===== src/rtl/pid_regs.svh =====
// Register offsets, field positions, reset values and timing counts of the PID controller
`ifndef PID_REGS_SVH
`define PID_REGS_SVH

// Serial-bus registers at their printed offsets
`define ADR_SER_SP     16'h0006
`define ADR_SER_SEL    16'h000F
`define SER_SEL_SP_BIT 1

// Setting registers, then the read-only status and PID output
`define ADR_MODE       16'h0100
`define ADR_GAIN       16'h0101
`define ADR_TI         16'h0102
`define ADR_TD         16'h0103
`define ADR_AIN1_FUNC  16'h0104
`define ADR_AIN2_FUNC  16'h0105
`define ADR_PULSE_FUNC 16'h0106
`define ADR_SP_SEL     16'h0107
`define ADR_SP_VAL     16'h0108
`define ADR_STATUS     16'h0110
`define ADR_PID_OUT    16'h0111

// Status bit positions
`define ST_SP_ERR  0
`define ST_FB_ERR  1
`define ST_FB2_ERR 2
`define ST_DIFF    3
`define ST_ACTIVE  4

// Limits and reset values
`define MODE_MAX   3'h4
`define MODE_RST   3'h0
`define GAIN_MAX   16'h09C4
`define GAIN_RST   16'h0064
`define TI_RST     16'h000A
`define TD_RST     16'h0000

// Function codes
`define FN_SP       8'h0C
`define FN_FB       8'h0B
`define FN_FB2      8'h16
`define PULSE_FN_FB 8'h01
`define PULSE_FN_SP 8'h02

// Timing: control period and scale of time settings, then the gain scale
`define CLK_MHZ        25
`define CTRL_PERIOD_US 1000
`define TI_TICKS       48'sh64
`define TD_TICKS       48'shA
`define GAIN_SCALE     48'sh64

`endif


===== src/rtl/pid_pkg.sv =====
// Types shared by the PID frequency controller
`default_nettype none

package pid_pkg;
  typedef enum logic [1:0] {
    ST_IDLE  = 2'b00,
    ST_CALC  = 2'b01,
    ST_APPLY = 2'b11
  } phase_t;

  typedef struct packed {
    logic signed [15:0] a_one;
    logic signed [15:0] a_two;
    logic signed [15:0] pulse;
    logic signed [15:0] fref;
  } sense_t;

  typedef struct packed {
    logic [2:0]  pid_mode_setting;
    logic [15:0] proportional_gain_setting;
    logic [15:0] ti;
    logic [15:0] td;
    logic [7:0]  analog_in_one_function;
    logic [7:0]  analog_in_two_function;
    logic [7:0]  pulse_in_function;
    logic        setpoint_param_select;
    logic [15:0] setpoint_param_value;
    logic [15:0] serial_setpoint_value;
    logic [15:0] serial_source_select;
  } cfg_t;
endpackage

`default_nettype wire


===== src/rtl/pid_frequency_controller.sv =====
// PID frequency controller: sources, deviation, P/I/D terms, output modes
// Function
// - Deviation is the setpoint minus the feedback and drives the loop.
// - The P term is the deviation times the proportional gain.
// - The I term integrates the deviation, scaled by the integral time.
// - The D term is the slope of its input times the derivative time.
// - Mode takes 0 to 4, resets to 0, and 0 switches the PID off.
// - In modes 1 and 2 the PID output is the frequency reference.
// - In modes 3 and 4 the PID output is added to the frequency reference.
// - Modes 1 and 3 differentiate the deviation, modes 2 and 4 the feedback.
// - Gain takes 0.00 to 25.00, resets to 1.00 and multiplies the input.
// - In modes 1 and 2 the ordinary frequency reference is the setpoint.
// - In modes 3 and 4 the setpoint comes from analog, pulse or parameter.
// - In modes 3 and 4 the serial setpoint register is used when its select bit is set.
// - Primary feedback comes from analog code B or pulse function 1.
// - Analog code 16 gives a second feedback and enables differential mode.
// - A setpoint, feedback or second feedback assigned to more than one source raises the alarm.
`timescale 1ns/1ps
`include "pid_regs.svh"
`default_nettype none

module pid_frequency_controller #(
  parameter int CTRL_CYC = `CTRL_PERIOD_US * `CLK_MHZ
) (
  // Clock and reset
  input  wire logic                  core_clk,
  input  wire logic                  rst,
  // Sensor and reference values
  input  wire pid_pkg::sense_t       sense,
  // Register port
  input  wire logic                  reg_wr,
  input  wire logic                  reg_rd,
  input  wire logic [15:0]           reg_addr,
  input  wire logic [15:0]           reg_wdata,
  output var  logic [15:0]           reg_rdata,
  // Results
  output var  logic signed [15:0]    out_freq,
  output var  logic                  setting_error_alarm,
  output var  logic                  pid_active
);
  import pid_pkg::*;

  typedef struct packed {
    phase_t             ph;
    logic [15:0]        tick;
    cfg_t               cfg;
    logic signed [31:0] integ;
    logic signed [15:0] prev_d;
    logic signed [15:0] dev;
    logic signed [15:0] fb;
    logic signed [15:0] p_t;
    logic signed [15:0] i_t;
    logic signed [15:0] d_t;
    logic signed [15:0] pid;
    logic signed [15:0] out;
    logic [4:0]         status;
    logic [15:0]        rdata;
  } state_t;

  state_t s_reg;
  state_t s_next;

  // Clamp a wide result into the 16-bit signed range
  function automatic logic signed [15:0] sat16(input logic signed [47:0] v);
    if (v > 48'sh7FFF) begin
      sat16 = 16'sh7FFF;
    end else if (v < -48'sh8000) begin
      sat16 = -16'sh8000;
    end else begin
      sat16 = v[15:0];
    end
  endfunction

  logic        sp_ain1;
  logic        sp_ain2;
  logic        sp_ps;
  logic        sp_pr;
  logic        sp_sr;
  logic        fb_ain1;
  logic        fb_ain2;
  logic        fb_ps;
  logic        f2_ain1;
  logic        f2_ain2;
  logic [2:0]  sp_cnt;
  logic [1:0]  fb_cnt;
  logic [1:0]  f2_cnt;
  logic        diff_en;
  logic        trim;
  logic        on;
  logic        tick_hit;
  logic signed [15:0] sp;
  logic signed [15:0] fb1;
  logic signed [15:0] fb2;
  logic signed [15:0] efb;

  // Source assignment decode
  assign sp_ain1 = s_reg.cfg.analog_in_one_function == `FN_SP;
  assign sp_ain2 = s_reg.cfg.analog_in_two_function == `FN_SP;
  assign sp_ps   = s_reg.cfg.pulse_in_function == `PULSE_FN_SP;
  assign sp_pr   = s_reg.cfg.setpoint_param_select;
  assign sp_sr   = s_reg.cfg.serial_source_select[`SER_SEL_SP_BIT];
  assign fb_ain1 = s_reg.cfg.analog_in_one_function == `FN_FB;
  assign fb_ain2 = s_reg.cfg.analog_in_two_function == `FN_FB;
  assign fb_ps   = s_reg.cfg.pulse_in_function == `PULSE_FN_FB;
  assign f2_ain1 = s_reg.cfg.analog_in_one_function == `FN_FB2;
  assign f2_ain2 = s_reg.cfg.analog_in_two_function == `FN_FB2;

  // Source counts, used for duplicate detection
  assign sp_cnt = {2'h0, sp_ain1} + {2'h0, sp_ain2} + {2'h0, sp_ps}
                + {2'h0, sp_pr} + {2'h0, sp_sr};
  assign fb_cnt = {1'h0, fb_ain1} + {1'h0, fb_ain2} + {1'h0, fb_ps};
  assign f2_cnt = {1'h0, f2_ain1} + {1'h0, f2_ain2};
  assign diff_en = f2_cnt != 2'h0;

  assign on       = s_reg.cfg.pid_mode_setting != 3'h0;
  assign trim     = s_reg.cfg.pid_mode_setting >= 3'h3;
  assign tick_hit = s_reg.tick == 16'(CTRL_CYC - 1);

  // Setpoint selection; a duplicate only raises the alarm, first match wins
  always_comb begin
    if (!trim) begin
      sp = sense.fref;
    end else if (sp_sr) begin
      sp = $signed(s_reg.cfg.serial_setpoint_value);
    end else if (sp_pr) begin
      sp = $signed(s_reg.cfg.setpoint_param_value);
    end else if (sp_ain1) begin
      sp = sense.a_one;
    end else if (sp_ain2) begin
      sp = sense.a_two;
    end else if (sp_ps) begin
      sp = sense.pulse;
    end else begin
      sp = 16'sh0000;
    end
  end

  // Feedback selection, with the differential subtraction
  always_comb begin
    if (fb_ain1) begin
      fb1 = sense.a_one;
    end else if (fb_ain2) begin
      fb1 = sense.a_two;
    end else if (fb_ps) begin
      fb1 = sense.pulse;
    end else begin
      fb1 = 16'sh0000;
    end
    fb2 = f2_ain1 ? sense.a_one : sense.a_two;
    efb = diff_en ? sat16(48'(fb1) - 48'(fb2)) : fb1;
  end

  // Whole next state: register writes, control period and the PID sequence
  always_comb begin
    logic signed [15:0] d_in;
    logic signed [31:0] acc;
    d_in   = 16'sh0000;
    acc    = 32'sh0;
    s_next = s_reg;
    s_next.tick = tick_hit ? 16'h0000 : s_reg.tick + 16'h0001;
    s_next.status = {on, diff_en, f2_cnt > 2'h1, fb_cnt > 2'h1, sp_cnt > 3'h1};

    // Out-of-range settings are dropped so the stored value stays legal
    if (reg_wr) begin
      unique case (reg_addr)
        `ADR_SER_SP:     s_next.cfg.serial_setpoint_value = reg_wdata;
        `ADR_SER_SEL:    s_next.cfg.serial_source_select = reg_wdata;
        `ADR_MODE: begin
          if (reg_wdata <= 16'(`MODE_MAX)) begin
            s_next.cfg.pid_mode_setting = reg_wdata[2:0];
          end
        end
        `ADR_GAIN: begin
          if (reg_wdata <= `GAIN_MAX) begin
            s_next.cfg.proportional_gain_setting = reg_wdata;
          end
        end
        `ADR_TI:         s_next.cfg.ti = reg_wdata;
        `ADR_TD:         s_next.cfg.td = reg_wdata;
        `ADR_AIN1_FUNC:  s_next.cfg.analog_in_one_function = reg_wdata[7:0];
        `ADR_AIN2_FUNC:  s_next.cfg.analog_in_two_function = reg_wdata[7:0];
        `ADR_PULSE_FUNC: s_next.cfg.pulse_in_function = reg_wdata[7:0];
        `ADR_SP_SEL:     s_next.cfg.setpoint_param_select = reg_wdata[0];
        `ADR_SP_VAL:     s_next.cfg.setpoint_param_value = reg_wdata;
        default: ;
      endcase
    end

    // Read data is registered; unmapped offsets read zero
    if (reg_rd) begin
      unique case (reg_addr)
        `ADR_SER_SP:     s_next.rdata = s_reg.cfg.serial_setpoint_value;
        `ADR_SER_SEL:    s_next.rdata = s_reg.cfg.serial_source_select;
        `ADR_MODE:       s_next.rdata = {13'h0, s_reg.cfg.pid_mode_setting};
        `ADR_GAIN:       s_next.rdata = s_reg.cfg.proportional_gain_setting;
        `ADR_TI:         s_next.rdata = s_reg.cfg.ti;
        `ADR_TD:         s_next.rdata = s_reg.cfg.td;
        `ADR_AIN1_FUNC:  s_next.rdata = {8'h0, s_reg.cfg.analog_in_one_function};
        `ADR_AIN2_FUNC:  s_next.rdata = {8'h0, s_reg.cfg.analog_in_two_function};
        `ADR_PULSE_FUNC: s_next.rdata = {8'h0, s_reg.cfg.pulse_in_function};
        `ADR_SP_SEL:     s_next.rdata = {15'h0, s_reg.cfg.setpoint_param_select};
        `ADR_SP_VAL:     s_next.rdata = s_reg.cfg.setpoint_param_value;
        `ADR_STATUS:     s_next.rdata = {11'h0, s_reg.status};
        `ADR_PID_OUT:    s_next.rdata = s_reg.pid;
        default:         s_next.rdata = 16'h0000;
      endcase
    end

    unique case (s_reg.ph)
      // Sample inputs once per control period
      ST_IDLE: begin
        if (tick_hit) begin
          s_next.dev = sat16(48'(sp) - 48'(efb));
          s_next.fb  = efb;
          s_next.ph  = ST_CALC;
        end
      end
      // Terms from the sampled deviation and feedback
      ST_CALC: begin
        s_next.p_t = sat16((48'(s_reg.dev) * 48'($signed({1'b0,
          s_reg.cfg.proportional_gain_setting}))) / `GAIN_SCALE);
        // Zero integral time turns the I term off and empties it
        if (s_reg.cfg.ti == 16'h0000 || !on) begin
          s_next.integ = 32'sh0;
          s_next.i_t   = 16'sh0000;
        end else begin
          acc = s_reg.integ + 32'(s_reg.dev);
          // Held well inside 32 bits so the sum never wraps
          if (acc > 32'sh3FFFFFFF) begin
            acc = 32'sh3FFFFFFF;
          end else if (acc < -32'sh3FFFFFFF) begin
            acc = -32'sh3FFFFFFF;
          end
          s_next.integ = acc;
          s_next.i_t = sat16(48'(acc) /
            (48'($signed({1'b0, s_reg.cfg.ti})) * `TI_TICKS));
        end
        // Feedback is negated so its slope follows the deviation's while the setpoint holds
        d_in = s_reg.cfg.pid_mode_setting[0] ? s_reg.dev
             : sat16(-48'(s_reg.fb));
        s_next.d_t = sat16((48'(d_in) - 48'(s_reg.prev_d)) *
          48'($signed({1'b0, s_reg.cfg.td})) * `TD_TICKS);
        s_next.prev_d = d_in;
        s_next.ph = ST_APPLY;
      end
      // Sum the terms and steer the output frequency
      ST_APPLY: begin
        s_next.pid = on ? sat16(48'(s_reg.p_t) + 48'(s_reg.i_t)
                              + 48'(s_reg.d_t)) : 16'sh0000;
        if (!on) begin
          s_next.out = sense.fref;
        end else if (!trim) begin
          s_next.out = s_next.pid;
        end else begin
          s_next.out = sat16(48'(sense.fref) + 48'(s_next.pid));
        end
        s_next.ph = ST_IDLE;
      end
      default: s_next.ph = ST_IDLE;
    endcase
  end

  // Single state register
  always_ff @(posedge core_clk) begin
    if (rst) begin
      s_reg <= '0;
      s_reg.cfg.pid_mode_setting <= `MODE_RST;
      s_reg.cfg.proportional_gain_setting <= `GAIN_RST;
      s_reg.cfg.ti <= `TI_RST;
      s_reg.cfg.td <= `TD_RST;
    end else begin
      s_reg <= s_next;
    end
  end

  // Outputs straight from the state register
  assign reg_rdata           = s_reg.rdata;
  assign out_freq            = s_reg.out;
  assign setting_error_alarm = |s_reg.status[`ST_FB2_ERR:`ST_SP_ERR];
  assign pid_active          = s_reg.status[`ST_ACTIVE];
endmodule // pid_frequency_controller

`default_nettype wire


===== config.mk =====
export PLATFORM = sky130hd
export DESIGN_NAME = pid_frequency_controller
export DESIGN_NICKNAME = d
export VERILOG_FILES = /design/src/rtl/pid_pkg.sv /design/src/rtl/pid_frequency_controller.sv
export VERILOG_INCLUDE_DIRS = /design/src /design/src/rtl
export SDC_FILE = /design/constraint.sdc
export NUM_CORES = 2
export LEC_CHECK = 0
export CAP_MARGIN = 30
export CORE_ASPECT_RATIO = 1.4
export CORE_MARGIN = 8
export CORE_UTILIZATION = 43
export DETAILED_ROUTE_END_ITERATION = 10
export DONT_BUFFER_PORTS = 1
export PLACE_DENSITY = 0.61
export REMOVE_ABC_BUFFERS = 1
export SETUP_SLACK_MARGIN = 0.3
export SYNTH_ARGS = -nofsm -noshare
export SYNTH_HDL_FRONTEND = slang
export SYNTH_SLANG_ARGS = --single-unit

===== constraint.sdc =====
create_clock -name core_clk -period 359.5 [get_ports core_clk]
set_input_delay 53.925 -clock core_clk [delete_from_list [all_inputs] [get_ports core_clk]]
set_output_delay 53.925 -clock core_clk [all_outputs]
set_load 0.05 [all_outputs]

# Word-level counts from Yosys, hierarchy flattened
# Index checks and enable logic that the tools add are counted.
[word_totals] wordCells=157 input_bits=100 output_inout_bits=34 register_bits=323
[classes] div=2 n_lt_le_gt_ge=24 add_sub_neg=16 muxes=42 n_reduce_logical=20 n_eq_ne=25 n_mul=4
[ops] cell="$mux W16" n=34
[ops] cell="$pmux W16 S13" n=1
[ops] cell="$eq A16 B9 Y1 const B" n=11
[ops] cell="$mux W32" n=5
[ops] cell="$gt A48 B16 Y1 const B" n=3
[ops] cell="$lt A48 B16 Y1 const B" n=3
[ops] cell="$gt A17 B16 Y1 const B" n=3
[ops] cell="$lt A17 B16 Y1 const B" n=3
[ops] cell="$sub A16 B16 Y17" n=3
[ops] cell="$div A48 B48 Y48" n=1
[ops] cell="$div A48 B8 Y48 const B" n=1
[ops] cell="$neg A16 Y48" n=1
[ops] cell="$gt A39 B16 Y1 const B" n=1
[ops] cell="$lt A39 B16 Y1 const B" n=1
[ops] cell="$mul A34 B4 Y38 const B" n=1
[ops] cell="$add A16 B16 Y17" n=2
[ops] cell="$mul A17 B17 Y34" n=1
[ops] cell="$mul A16 B17 Y33" n=1
[ops] cell="$add A32 B16 Y32" n=1
[ops] cell="$eq A8 B4 Y1 const B" n=4
[ops] cell="$gt A32 B31 Y1 const B" n=1
[ops] cell="$lt A32 B31 Y1 const B" n=1
[ops] cell="$mul A16 B5 Y21 const B" n=1
[ops] cell="$reduce_and A2 Y1" n=10
[ops] cell="other kinds (33)" n=39

# Logic depth before layout (Yosys ltp)
[logic_depth] ltp_word=13 mapped_depth=926 mapped_depth_nobuf=841

# Least setup slack after synthesis
# OpenSTA, ideal clock, no wires.
[synth_timing] kind="reg-to-reg" start="register s_reg[272] (netlist bit)" end="register s_reg[79] (netlist bit)" t_required_ns=359.375 path_buffers=100 arrival_ns=176.797 stages_incl_launch_ff=884 path_slack_ns=182.578 setup_time_ns=0.125 period_less_slack_ns=176.922 path_cell_list="dfxtp_1 > inv_1 > ha_1 > ha_1 > inv_1 > fa_1 > inv_1 > ha_1 > buf_4 > a211oi_2 > nor2_1 > xnor2_1 > nand3_1 > or3_1 > nor2_1 > nand2_1 > nor2_1 > ha_1 > (+848 left out) > ha_1 > nand4_1 > or2_1 > clkbuf_1 > o41ai_1 > xnor2_1 > or3_1 > nor4_1 > nand3_1 > nor4_1 > o211ai_1 > a21oi_1 > nand4_1 > nand2_2 > buf_4 > a21oi_1 > a21oi_1 > nor2_1"
[synth_via] elab_chain_cells=6 word_cells_on_any_way=9 classes_between="mul: 1; div: 1; order compare: 2; mux: 3; reduce/logical: 2"
[synth_lines] item="from (decl)" line_no="pid_frequency_controller.sv:60" rtl="state_t s_reg;"
[synth_lines] item="from (signal assigned)" line_no="pid_frequency_controller.sv:272" rtl="s_reg <= s_next;"
[synth_lines] item="$mul A16 B5 Y21 (no line)"
[synth_lines] item="$div A48 B48 Y48" line_no="pid_frequency_controller.sv:235" rtl="s_next.i_t = sat16(48'(acc) /"
[synth_lines] item="$lt A48 B16 Y1" line_no="pid_frequency_controller.sv:67" rtl="end else if (v < -48'sh8000) begin"
[synth_lines] item="$mux W16" line_no="pid_frequency_controller.sv:67"
[synth_lines] item="$mux W16" line_no="pid_frequency_controller.sv:65" rtl="if (v > 48'sh7FFF) begin"
[synth_lines] item="$mux W16 *" line_no="pid_frequency_controller.sv:223" rtl="if (s_reg.cfg.ti == 16'h0000 || !on) begin"
# Mark *: on every way between the ends. The rest lies on a longest branch, timed or not.
# A chain may end at the register's enable or synchronous reset.

==> out/qor.txt <==
Tmin final: 189690 ps
setup TNS: 0 ps
Die Ht: 583 um
Worst EP arrival: 190130 ps
I/O pin count: 134
CTS H-tree lvls: 2
DP Wirelength: 281 mm
data required time of the worst path: 359940 ps
die width: 421 um
Crit Path Category: reg2reg
Post-Synth Adder-Cell Area: 0.260
Synth-to-Final Area Change: 4.44%
Crit path largest cell delay: 830 ps
clock root buffer: clkbuf_16
r2r setup slk: 169810 ps
flip-flop count of the largest register after layout: 289
Mapped Cells: 13500
Area contributors post-synth: ha_1 (15%), fa_1 (10%), dfxtp_1 (6.5%), nand2_1 (5.5%), a21oi_1 (5.0%)
normalized max-slew margin: 0.197
DIE AREA: 0.245 sq mm
Post-Route WL: 351 mm
share of layout cells above drive strength 1: 0.0702
DRT Pass-1 Iters: 8
Post-Syn Area: 0.0988 sq mm
# Post-CTS Setup Buffers: 0
most frequent CP cell: o21a_1
final setup skew: 36.4 ps
Iter 0 DRT Violations: 7185
Layout Nets: 15000
Fin. Hold Viols: 0
post-synth top area share: 0.154
fin crit share: 0.528
Reg2Reg Depth: 805
top-count cell post-synth: nand2_1
vias in the first global route: 96500
Post-synth EDFFs: 0
initial core utilization: 0.432
num rows: 208
status: finished, final reports clean
FFs w/ async S/R, synth: 0
Critical-path top delay cell: or4_1
Worst-path clk slew: 60 ps
CTS tree: done
largest family of logic cells by synthesized area: compound AO/OA/AOI/OAI gates
number of synthesized register bits: 323
Final ANT Viol Nets: 0
Fillers: 23800
gpl congestion: 0.989
CTS Sinks: 323
Yosys top cell by area: ha_1
drt wl/cell: 21.6 um
fmax: 0.00527 GHz
Hold Path Class: reg2reg
Post-Synth XOR/XNOR Area: 0.0639
max-slew violation count: 0
CP max FO: 48
Worst Hold Depth: 2
largest net degree at the start of global routing: 307
vias after detailed routing: 99900
Post-CTS Hold Fix Bufs: 0
Skew-Pair Late Insertion Delay: 610 ps
Synth Area in Compound Gates: 0.261
mux cell area share after synthesis: 0.0387
final core utilization: 0.451
CTS buffer count: 38
Ys Warns: 0
post_cts resized: 0
Core ar.: 0.229 sq mm
Synth top cells by count: nand2_1 (1443), nor2_1 (1255), ha_1 (1214), a21oi_1 (988), inv_1 (905)
post-synthesis sequential area ratio: 0.0655
Remaining DRCs: 0
total grt overflow: 0
Slew @ Worst Pin: 1190 ps
port bufs: 0
clock buffer depth: 3
Via density: 6.15
global-route wire length before repair: 540 mm
Post-Synth Simple-Gate Area: 0.250
library cells used by synthesis: 153
Startpoint Class: flip-flop
Most used DFF post-synth: dfxtp_1
initial antenna violation count: 8
crit end category: flip-flop
GRT Resource Usage Total: 0.269
RSZ-0062 raised after global routing: false
max-cap violations: 0
Setup-failing EPs final: 0
Mapped Avg Cell Area: 7.31 sq um
[critical path, delay by kind of cell (launching register included)]
family | cells | cell delay [ps]
AOI/OAI and AO/OA | 629 | 135900
xor gates and xnor gates | 2 | 490
buffers and inverters | 37 | 8330
DFF | 1 | 320
and+or+nand+nor | 198 | 51160
muxes | 8 | 2650
adders and majority gates | 52 | 15940
[area by class of cell]
type | count | area, sq um | area share
diodes | 4 | 10.0 | 0.0000971
clock buffers | 49 | 1030 | 0.0100
clock inverters | 20 | 215 | 0.00209
inverters | 912 | 3420 | 0.0332
multi-input cells | 11700 | 86600 | 0.840
flip-flops and latches | 323 | 6470 | 0.0627
well taps | 3045 | 3810 | 0.0369
repair buffers | 193 | 1530 | 0.0148
[per-layer routing]
| metal | vias to the layer above | global-route usage | share of wire |
|---|---|---|---|
| met1 | 47600 | 0.308 | 0.39 |
| met3 | 1104 | 0.0350 | 0.056 |
| li1 | 47900 | - | - |
| met2 | 3306 | 0.480 | 0.48 |
| met4 | 6 | 0.156 | 0.070 |
| met5 | - | 0 | 0.00010 |
[metrics by stage]
step                setup slack [ps]  hold slack (ps)  std cells  area (sq um)
floorplan                     177130              418      12900         96200
global placement              175450              438      16200        102000
detailed placement            171800              446      16200        102000
CTS                           171050              454      16200        103000
global route                  155790              468      16200        103000
finish                        169810              454      16200        103000
[logic make-up after synthesis]
logic type      Yosys count
compound gates         3792
xor+xnor                719
fa+ha+maj              1750
buf+inv                1491
flops                   323
mux                     353
other cells               1
simple gates           5073
[path summary, 6_finish.rpt]
| path | startpoint | to |
|---|---|---|
| hold reg to reg | s_reg[186]$_SDFFE_PP0P_ | s_reg[186]$_SDFFE_PP0P_ |
| hold / removal | s_reg[186]$_SDFFE_PP0P_ | s_reg[186]$_SDFFE_PP0P_ |
| setup reg to reg | s_reg[272]$_SDFFE_PP0P_ | s_reg[79]$_SDFFE_PP0P_ |
| setup / recovery | s_reg[272]$_SDFFE_PP0P_ | s_reg[79]$_SDFFE_PP0P_ |
[cells in the final DEF, fill, tap and decap left out, types with 322 or more instances in the layout]
cell	instances
a21oi_1	985
and2_1	330
dfxtp_1	322
fa_1	507
ha_1	1214
inv_1	898
nand2_1	1440
nor2_1	1251
nor3_1	627
o21a_1	531
o21ai_0	479
xnor2_1	453
Power is not shown: default switching activity piles up to over one toggle a cycle in this logic, so the estimate is an artifact.
